`src/core/acdp_pkg.sv`:
```
// Functional notes
// - Divide sample clock by 1 to 8
// - Register divider_sync_control selects every or first alignment
// - Accepted alignment resets divider count
// - Low sense level selects internal 1.0 V reference
// - Sense at supply selects external reference
// - Span register codes set input span
// - Stabilizer regenerates falling edge for 50% duty
// - Stabilizer need not work below 20 MHz
// - Pin or register commands power-down
// - Outputs high impedance while powered down
// - Pin low returns to normal operation
// - Power-down stops reference, bias and clock
// - Standby keeps reference powered, register only
// - Sample on rising internal clock edge
// - Alignment input synchronised before use
package acdp_pkg;
    // ----------------------------------------------------------------
    // Register map
    // ----------------------------------------------------------------
    localparam logic [8:0] SPAN_OFFS      = 9'h018;
    localparam logic [8:0] SYNC_CTRL_OFFS = 9'h100;
    localparam logic [8:0] DIV_CFG_OFFS   = 9'h00b;
    localparam logic [8:0] PWR_CFG_OFFS   = 9'h008;
    localparam logic [8:0] STAT_OFFS      = 9'h002;
    localparam logic [7:0] SPAN_RST       = 8'he0;
    localparam logic [7:0] SYNC_CTRL_RST  = 8'h00;
    localparam logic [7:0] DIV_CFG_RST    = 8'h00;
    localparam logic [7:0] PWR_CFG_RST    = 8'h00;
    // Sync control bits
    localparam int SYNC_EN_BIT      = 1;
    localparam int SYNC_ONESHOT_BIT = 2;
    // Divider config: ratio minus one in [2:0], stabilizer enable in [4]
    localparam int DIV_MSB          = 2;
    localparam int STAB_EN_BIT      = 4;
    // Power config: [1:0] mode
    localparam logic [1:0] PWR_NORMAL  = 2'h0;
    localparam logic [1:0] PWR_FULLDN  = 2'h1;
    localparam logic [1:0] PWR_STANDBY = 2'h2;
    // Span codes
    localparam logic [7:0] SPAN_1V00 = 8'hc0;
    localparam logic [7:0] SPAN_1V14 = 8'hc8;
    localparam logic [7:0] SPAN_1V33 = 8'hd0;
    localparam logic [7:0] SPAN_1V60 = 8'hd8;
    localparam logic [7:0] SPAN_2V00 = 8'he0;
    // Clocking
    localparam int CLK_MHZ      = 40;
    localparam int STAB_MIN_MHZ = 20;
    localparam logic [2:0] DIV_MAX_M1 = 3'h7;

    typedef enum logic [1:0] {
        ACDP_RUN     = 2'b00,
        ACDP_STANDBY = 2'b01,
        ACDP_DOWN    = 2'b11
    } acdp_pwr_t;
endpackage

```
`src/core/acdp_sync2.sv`:
```
`timescale 1ns/100ps
`default_nettype none
module acdp_sync2 (
    input  wire logic clk,
    input  wire logic rst_n,
    input  wire logic d,
    output var  logic q
);
    logic meta_ff;

    always_ff @(posedge clk) begin
        if (!rst_n) begin
            meta_ff <= 1'b0;
            q       <= 1'b0;
        end else begin
            meta_ff <= d;
            q       <= meta_ff;
        end
    end
endmodule
`default_nettype wire

```
`src/core/acdp_top.sv`:
```
`timescale 1ns/100ps
`default_nettype none
module acdp_top (
    // Clock and reset
    input  wire logic       CLK,
    input  wire logic       RST_N,
    // Pins
    input  wire logic       ALIGN_IN,
    input  wire logic       POWER_DOWN_PIN,
    input  wire logic       SENSE_LOW,
    input  wire logic       SENSE_AT_SUPPLY,
    // Register port
    input  wire logic       REG_WR,
    input  wire logic       REG_RD,
    input  wire logic [8:0] REG_ADDR,
    input  wire logic [7:0] REG_WDATA,
    output logic      [7:0] REG_RDATA,
    // Clock outputs
    output logic            CONV_CLK,
    output logic            SAMPLE_STROBE,
    output logic            DUTY_CYCLE_STABILIZER_ON,
    // Reference and span
    output logic            INT_REF_EN,
    output logic            EXT_REF_SEL,
    output logic      [7:0] SPAN_CODE,
    output logic            SPAN_VALID,
    // Power
    output logic            OUT_DRV_EN,
    output logic            BIAS_EN,
    output logic            REF_BUF_EN,
    output logic            PWR_DOWN_STAT,
    output logic            STANDBY_STAT
);
    // ----------------------------------------------------------------
    // Input synchronisers
    // ----------------------------------------------------------------
    logic align_s;
    logic pdn_s;
    logic sense_low_s;
    logic sense_sup_s;

    acdp_sync2 u_sync_align (.clk(CLK), .rst_n(RST_N), .d(ALIGN_IN),        .q(align_s));
    acdp_sync2 u_sync_pdn   (.clk(CLK), .rst_n(RST_N), .d(POWER_DOWN_PIN),  .q(pdn_s));
    acdp_sync2 u_sync_snl   (.clk(CLK), .rst_n(RST_N), .d(SENSE_LOW),       .q(sense_low_s));
    acdp_sync2 u_sync_sns   (.clk(CLK), .rst_n(RST_N), .d(SENSE_AT_SUPPLY), .q(sense_sup_s));

    // ----------------------------------------------------------------
    // Registers
    // ----------------------------------------------------------------
    logic [7:0] span_ff;
    logic [7:0] sync_ctrl_ff;
    logic [7:0] div_cfg_ff;
    logic [7:0] pwr_cfg_ff;
    logic       armed_ff;
    logic       align_d_ff;

    wire wr_span = REG_WR && (REG_ADDR == acdp_pkg::SPAN_OFFS);
    wire wr_sync = REG_WR && (REG_ADDR == acdp_pkg::SYNC_CTRL_OFFS);
    wire wr_div  = REG_WR && (REG_ADDR == acdp_pkg::DIV_CFG_OFFS);
    wire wr_pwr  = REG_WR && (REG_ADDR == acdp_pkg::PWR_CFG_OFFS);

    always_ff @(posedge CLK) begin
        if (!RST_N) begin
            span_ff      <= acdp_pkg::SPAN_RST;
            sync_ctrl_ff <= acdp_pkg::SYNC_CTRL_RST;
            div_cfg_ff   <= acdp_pkg::DIV_CFG_RST;
            pwr_cfg_ff   <= acdp_pkg::PWR_CFG_RST;
        end else begin
            if (wr_span) span_ff <= REG_WDATA;
            if (wr_sync) sync_ctrl_ff <= REG_WDATA;
            if (wr_div)  div_cfg_ff <= REG_WDATA;
            if (wr_pwr)  pwr_cfg_ff <= REG_WDATA;
        end
    end

    // ----------------------------------------------------------------
    // Alignment acceptance
    // ----------------------------------------------------------------
    wire align_rise  = align_s && !align_d_ff;
    wire sync_en     = sync_ctrl_ff[acdp_pkg::SYNC_EN_BIT];
    wire sync_once   = sync_ctrl_ff[acdp_pkg::SYNC_ONESHOT_BIT];
    // One-shot mode: only the first pulse after the write is honoured
    wire align_take  = align_rise && sync_en && (!sync_once || armed_ff);
    // Write and accepted pulse in one cycle: the write re-arms
    wire nxt_armed   = wr_sync ? 1'b1 : (align_take ? 1'b0 : armed_ff);

    always_ff @(posedge CLK) begin
        if (!RST_N) begin
            align_d_ff <= 1'b0;
            armed_ff   <= 1'b0;
        end else begin
            align_d_ff <= align_s;
            armed_ff   <= nxt_armed;
        end
    end

    // ----------------------------------------------------------------
    // Power state
    // ----------------------------------------------------------------
    wire [1:0] pwr_mode  = pwr_cfg_ff[1:0];
    wire       want_down = pdn_s || (pwr_mode == acdp_pkg::PWR_FULLDN);
    wire       want_stby = !want_down && (pwr_mode == acdp_pkg::PWR_STANDBY);
    acdp_pkg::acdp_pwr_t pwr_ff;
    acdp_pkg::acdp_pwr_t nxt_pwr;

    always_comb begin
        case (pwr_ff)
            acdp_pkg::ACDP_RUN:     nxt_pwr = want_down ? acdp_pkg::ACDP_DOWN
                                            : (want_stby ? acdp_pkg::ACDP_STANDBY : acdp_pkg::ACDP_RUN);
            acdp_pkg::ACDP_STANDBY: nxt_pwr = want_down ? acdp_pkg::ACDP_DOWN
                                            : (want_stby ? acdp_pkg::ACDP_STANDBY : acdp_pkg::ACDP_RUN);
            acdp_pkg::ACDP_DOWN:    nxt_pwr = want_down ? acdp_pkg::ACDP_DOWN
                                            : (want_stby ? acdp_pkg::ACDP_STANDBY : acdp_pkg::ACDP_RUN);
            default:                nxt_pwr = acdp_pkg::ACDP_RUN;
        endcase
    end

    always_ff @(posedge CLK) begin
        if (!RST_N) pwr_ff <= acdp_pkg::ACDP_RUN;
        else        pwr_ff <= nxt_pwr;
    end

    wire running = (pwr_ff == acdp_pkg::ACDP_RUN);

    // ----------------------------------------------------------------
    // Clock divider
    // ----------------------------------------------------------------
    // Ratio is latched only at wrap, realignment or while stopped, so a period never tears
    logic [2:0] cnt_ff;
    logic [2:0] ratio_ff;
    logic       phase_ff;
    logic       start_ff;
    // Stabilizer enable is latched with the ratio, so no rise appears mid-period
    logic       stab_ff;
    wire  [2:0] cfg_ratio = div_cfg_ff[acdp_pkg::DIV_MSB:0];
    wire        wrap      = (cnt_ff == ratio_ff);
    wire        restart   = wrap || align_take;
    wire  [2:0] nxt_cnt   = restart ? 3'h0 : cnt_ff + 3'h1;
    wire        nxt_start = (nxt_cnt == 3'h0);
    // Widened before the add so divide by eight does not wrap to zero
    wire  [2:0] half      = 3'(({1'b0, ratio_ff} + 4'h1) >> 1);
    wire        stab_on   = div_cfg_ff[acdp_pkg::STAB_EN_BIT];
    // Stabilizer: fall at half period; without it, high one input cycle
    wire        nxt_conv  = stab_ff ? (nxt_cnt < half) || (ratio_ff == 3'h0)
                                    : (nxt_cnt == 3'h0);

    always_ff @(posedge CLK) begin
        if (!RST_N) begin
            cnt_ff   <= 3'h0;
            ratio_ff <= 3'h0;
            phase_ff <= 1'b0;
            start_ff <= 1'b0;
            stab_ff  <= 1'b0;
        end else if (!running) begin
            // Clock stopped in standby and power-down
            // Parked on the wrap count so the first period after wake is whole
            cnt_ff   <= cfg_ratio;
            ratio_ff <= cfg_ratio;
            phase_ff <= 1'b0;
            start_ff <= 1'b0;
            stab_ff  <= stab_on;
        end else begin
            cnt_ff   <= nxt_cnt;
            if (restart) ratio_ff <= cfg_ratio;
            if (restart) stab_ff <= stab_on;
            phase_ff <= nxt_conv;
            start_ff <= nxt_start;
        end
    end

    // ----------------------------------------------------------------
    // Span decode
    // ----------------------------------------------------------------
    wire span_ok = (span_ff == acdp_pkg::SPAN_1V00) || (span_ff == acdp_pkg::SPAN_1V14) ||
                   (span_ff == acdp_pkg::SPAN_1V33) || (span_ff == acdp_pkg::SPAN_1V60) ||
                   (span_ff == acdp_pkg::SPAN_2V00);

    // ----------------------------------------------------------------
    // Outputs
    // ----------------------------------------------------------------
    wire [7:0] rd_mux =
        (REG_ADDR == acdp_pkg::SPAN_OFFS)      ? span_ff :
        (REG_ADDR == acdp_pkg::SYNC_CTRL_OFFS) ? sync_ctrl_ff :
        (REG_ADDR == acdp_pkg::DIV_CFG_OFFS)   ? div_cfg_ff :
        (REG_ADDR == acdp_pkg::PWR_CFG_OFFS)   ? pwr_cfg_ff :
        (REG_ADDR == acdp_pkg::STAT_OFFS)      ? {3'h0, armed_ff, sense_sup_s, sense_low_s, pwr_ff} :
        8'h00;
    wire ext_ref = sense_sup_s;
    wire int_ref = sense_low_s && !sense_sup_s;

    always_ff @(posedge CLK) begin
        if (!RST_N) begin
            REG_RDATA                <= 8'h00;
            CONV_CLK                 <= 1'b0;
            SAMPLE_STROBE            <= 1'b0;
            DUTY_CYCLE_STABILIZER_ON <= 1'b0;
            INT_REF_EN               <= 1'b0;
            EXT_REF_SEL              <= 1'b0;
            SPAN_CODE                <= acdp_pkg::SPAN_RST;
            SPAN_VALID               <= 1'b0;
            OUT_DRV_EN               <= 1'b0;
            BIAS_EN                  <= 1'b0;
            REF_BUF_EN               <= 1'b0;
            PWR_DOWN_STAT            <= 1'b0;
            STANDBY_STAT             <= 1'b0;
        end else begin
            if (REG_RD) REG_RDATA <= rd_mux;
            CONV_CLK                 <= running && phase_ff;
            // Sampling instant is count zero; at divide by one CONV_CLK stays high
            // and the strobe fires every cycle, as no flop can toggle at CLK rate
            SAMPLE_STROBE            <= running && start_ff;
            // No rate check here: below the lock rate the duty is simply unregulated
            DUTY_CYCLE_STABILIZER_ON <= running && stab_ff;
            INT_REF_EN               <= int_ref && (pwr_ff != acdp_pkg::ACDP_DOWN);
            EXT_REF_SEL              <= ext_ref;
            SPAN_CODE                <= span_ff;
            SPAN_VALID               <= span_ok;
            OUT_DRV_EN               <= running;
            BIAS_EN                  <= running;
            // Buffer stays up in standby for the faster wake
            REF_BUF_EN               <= (pwr_ff != acdp_pkg::ACDP_DOWN);
            PWR_DOWN_STAT            <= (pwr_ff == acdp_pkg::ACDP_DOWN);
            STANDBY_STAT             <= (pwr_ff == acdp_pkg::ACDP_STANDBY);
        end
    end
endmodule
`default_nettype wire

```
`config.mk`:
```
export PLATFORM = sky130hd
export DESIGN_NAME = acdp_top
export DESIGN_NICKNAME = d
export VERILOG_FILES = /design/src/core/acdp_pkg.sv /design/src/core/acdp_sync2.sv /design/src/core/acdp_top.sv
export SDC_FILE = /design/constraint.sdc
export NUM_CORES = 1
export LEC_CHECK = 0
export BUFFER_PORTS_ARGS = -buffer_cell sky130_fd_sc_hd__buf_2
export CORE_ASPECT_RATIO = 2
export CORE_MARGIN = 8
export CORE_UTILIZATION = 58
export CTS_BUF_LIST = sky130_fd_sc_hd__clkbuf_8
export CTS_CLUSTER_SIZE = 30
export DETAILED_ROUTE_END_ITERATION = 10
export PLACE_DENSITY = 0.78
export SLEW_MARGIN = 20
export SYNTH_ARGS = -nofsm -noshare
export SYNTH_HDL_FRONTEND = slang
export SYNTH_SLANG_ARGS = --single-unit
```
`constraint.sdc`:
```
create_clock -name CLK -period 2.31 [get_ports CLK]
set_input_delay 0.462 -clock CLK [delete_from_list [all_inputs] [get_ports CLK]]
set_output_delay 0.462 -clock CLK [all_outputs]
set_load 0.02 [all_outputs]
```
==> key figures <==
Yosys
  • Syn nets: 400
  • Mapped Area: roughly 3300 um2
  • Post-synth top area share: between 40 and 50%
  • Post-synth ARST share: 0%
  • Cells after Synth: 370
  • Top FF cell, synth: dfxtp_1
  • Cell taking the most area after synthesis: dfxtp_1
  • Seq/Total Area, Yosys: between 40% and 50%
  • Count leader, synth: dfxtp_1
  • Top post-synthesis cells by count: dfxtp_1 (79), nand2_1 (62), nand3_1 (39)
  • YS warnings: 0
  • Library cells used by synthesis: 50
  • Avg Inst Size Synth: 8.897 um2
  • EDFF count, synth: 0
  • Synth area leaders: dfxtp_1 (48%), a21boi_0 (7.8%), nand2_1 (7.1%)
  • #FFs+latches synth: 79

Floorplan
  • Chip Width: 69.27 um
  • Core ar.: 5612 um2
  • Starting density of the core: 58.66%
  • Io pins: 52
  • Die Height: 122.5 um
  • Rows: 39
  • Die area: 8488 um2

Power and ir drop
  • Flop pwr share: 54.6%
  • Clock power share: 39.5%
  • Int Power: 1.981 mW
  • Net Switching: 0.5616 mW
  • Combinational power share: 5.9%
  • Sw frac: 22.08%
  • Pleak: 1.526 nW
  • Max VDD drop: 0.5776 mV
  • P per Cell Area: 667.3 nW/um2

Setup path
  • Crit. End Element: flop
  • Worst EP arrival: 2.45 ns
  • Type of origin of the critical path: flop
  • CP Capture Point: phase_ff
  • Critical path class: flop to flop
  • Reg2reg start: ratio_ff[0]
  • Critical Path RT: 2.58 ns
  • Reg2Reg Setup Slack: 0.13 ns
  • Largest fanout on the critical path: 5
  • Crit path launch: ratio_ff[0]
  • R2r endpoint: phase_ff
  • Worst R2R Path Depth: 8

Drt
  • Vias per cell: 5.875
  • DR DRC count: 0
  • DRT iter0 DRCs: 194
  • Pre-Repair DR Iteration Count: 5
  • Routed Antenna Nets: 0
  • Post-Route WL: 7.738 mm
  • Wire per inst: 15.86 um
  • Vias: 2867

Timing
  • Slew Limit Fails: 0
  • Slew @ Worst Pin: 0.5773 ns
  • Hold Vio Cnt, Final: 0
  • Final-report setup violation count: 0
  • Clock skew: 0.008542 ns
  • Tmin final: 2.181 ns
  • Setup WS post-layout: 0.1290 ns
  • Rel. slew slack: roughly 61%
  • Final period util: 94.42%
  • Fmax: 0.4585 GHz

Clock tree
  • Clock root buffer: clkbuf_8
  • Total CTS buffers: 9
  • TritonCTS clock tree: built
  • Post-CTS Hold Buffers: 0
  • Clock Pin Slew Worst Setup and Hold Paths: about 0.070 ns
  • Worst-skew pair later-pin latency: ~0.35 ns
  • CTS H-tree lvls: 3
  • Sink Count: 79
  • Clk buf depth: 2

Final layout
  • Layout cells sized above 1: roughly 20%
  • Antenna Cells: 0
  • Utilization after layout: 67.92%
  • Area Overhead vs Synth: 15.77%
  • Final nets: about 450
  • Filler cell count: 457
  • Non-Filler Instances: 488

Min path
  • Worst hold path type: input port to flop

GRT
  • Antenna violations before repair: 0
  • GRT Total Usage: 18.55%
  • Vias in the first global route: 2855
  • Largest net degree at the start of global routing: 52
  • Congestion Overflow GR: 0
  • First-pass GRT wire length: 13.06 mm

Place
  • Dpl hpwl: 5.645 mm
  • Gpl congestion: a little under 0.9
  • Dpl ws: 0.09234 ns
  • Port Buffers: between 50 and 60
  • Dpl cells: roughly 470

Status
  • Run status: completed

Flow run
  • Max_cap viols: 0
[cell families after synthesis]
group                    synth area share, %
buffers and inverters                  3.915
adder cells (fa/ha/maj)                1.900
flip-flops                             48.04
AO/OA/AOI/OAI                          19.08
AND/OR/NAND/NOR                        25.47
XOR/XNOR                               1.596
[cell type report]
cell class	instances	area [um2]	share of cell area [%]
Clock inverter	4	45.04	1.182
Clock buffer	11	151.4	3.972
Tap cell	61	76.32	2.003
Multi-Input combinational cell	263	1588	41.66
Timing Repair Buffer	62	337.8	8.864
Sequential cell	79	1583	41.53
Inverter	8	30.03	0.7879
[registers in the layout, indices dropped and copies added (netlist names), 2 cells and up]
name,count
REG_RDATA,8
sync_ctrl_ff,8
SPAN_CODE,8
div_cfg_ff,8
span_ff,8
pwr_ff,2
cnt_ff,3
ratio_ff,3
pwr_cfg_ff,8
[cell usage in the layout, fill, tap and decap left out, types with 2 or more instances in the layout]
cell and instances:
a211oi_1 2, a21boi_0 34, a21o_1 3, a21oi_1 3, a221oi_1 6, a22oi_1 3
a32o_1 3, and2_1 20, and3_1 5, buf_2 51, buf_4 11, clkbuf_8 11
clkinv_2 3, dfxtp_1 78, ha_1 5, inv_1 8, nand2_1 62, nand2b_1 3
nand3_1 39, nand3b_1 2, nand4_1 2, nor2_1 14, nor2b_1 2, nor3_1 2
nor4_4 2, o211ai_1 4, o21ai_0 18, o22ai_1 2, o2bb2ai_1 3, xor2_1 5
[power by group through the flow]
stage	registers (mW)	logic [mW]	clock network [mW]
after global placement	1.42	0.145	0
after CTS	1.39	0.149	1.03
after detailed placement	1.42	0.148	0
final	1.39	0.150	1.01
after floorplan	1.43	0.0762	0
after global routing	1.39	0.163	1.08
[per-stage QoR]
stage | TNS (ns) | cell area (um2) | power, mW | hold slack (ns)
2_1_floorplan | 0 | 3292 | 1.505 | 0.4119
3_3_place_gp | 0 | 3592 | 1.563 | 0.4170
3_5_place_dp | 0 | 3592 | 1.568 | 0.4211
4_1_cts | 0 | 3789 | 2.569 | 0.3052
5_1_grt | -0.002274 | 3811 | 2.634 | 0.3051
6_report | 0 | 3811 | 2.543 | 0.3146
[routing by layer]
metal | wire [um] | GRT usage, %
met5 | 0 | 0
met2 | 3921 | 31.13
met3 | 379 | 4.935
met4 | 221 | 8.645
met1 | 3216 | 21.46
[worst min-delay path by stage]
stage | slack, ns | depth (start not counted) | to | from
after floorplan | 0.41 | 1 | u_sync_align.q | u_sync_align.meta_ff
after global placement | 0.42 | 1 | u_sync_pdn.q | u_sync_pdn.meta_ff
after detailed placement | 0.42 | 1 | u_sync_pdn.q | u_sync_pdn.meta_ff
after CTS | 0.31 | 2 | u_sync_sns.meta_ff | SENSE_AT_SUPPLY
after global routing | 0.31 | 2 | u_sync_snl.meta_ff | SENSE_LOW
final | 0.31 | 2 | u_sync_sns.meta_ff | SENSE_AT_SUPPLY
[critical path, cell delays in order, from the launching register on]
cell	delay, ns
dfxtp_1	0.37
xor2_1	0.18
o32a_1	0.39
and2_1	0.20
ha_1	0.30
o21a_1	0.18
o221ai_2	0.16
o2bb2ai_1	0.09
a211oi_1	0.21
[repair_timing]
| item | in CTS | in global routing |
|---|---|---|
| gates resized for setup | 0 | 2 |
| buffers inserted | 0 | 2 |
| endpoints found under the setup margin | 0 | 1 |
Power figures use the tool's default switching activity.
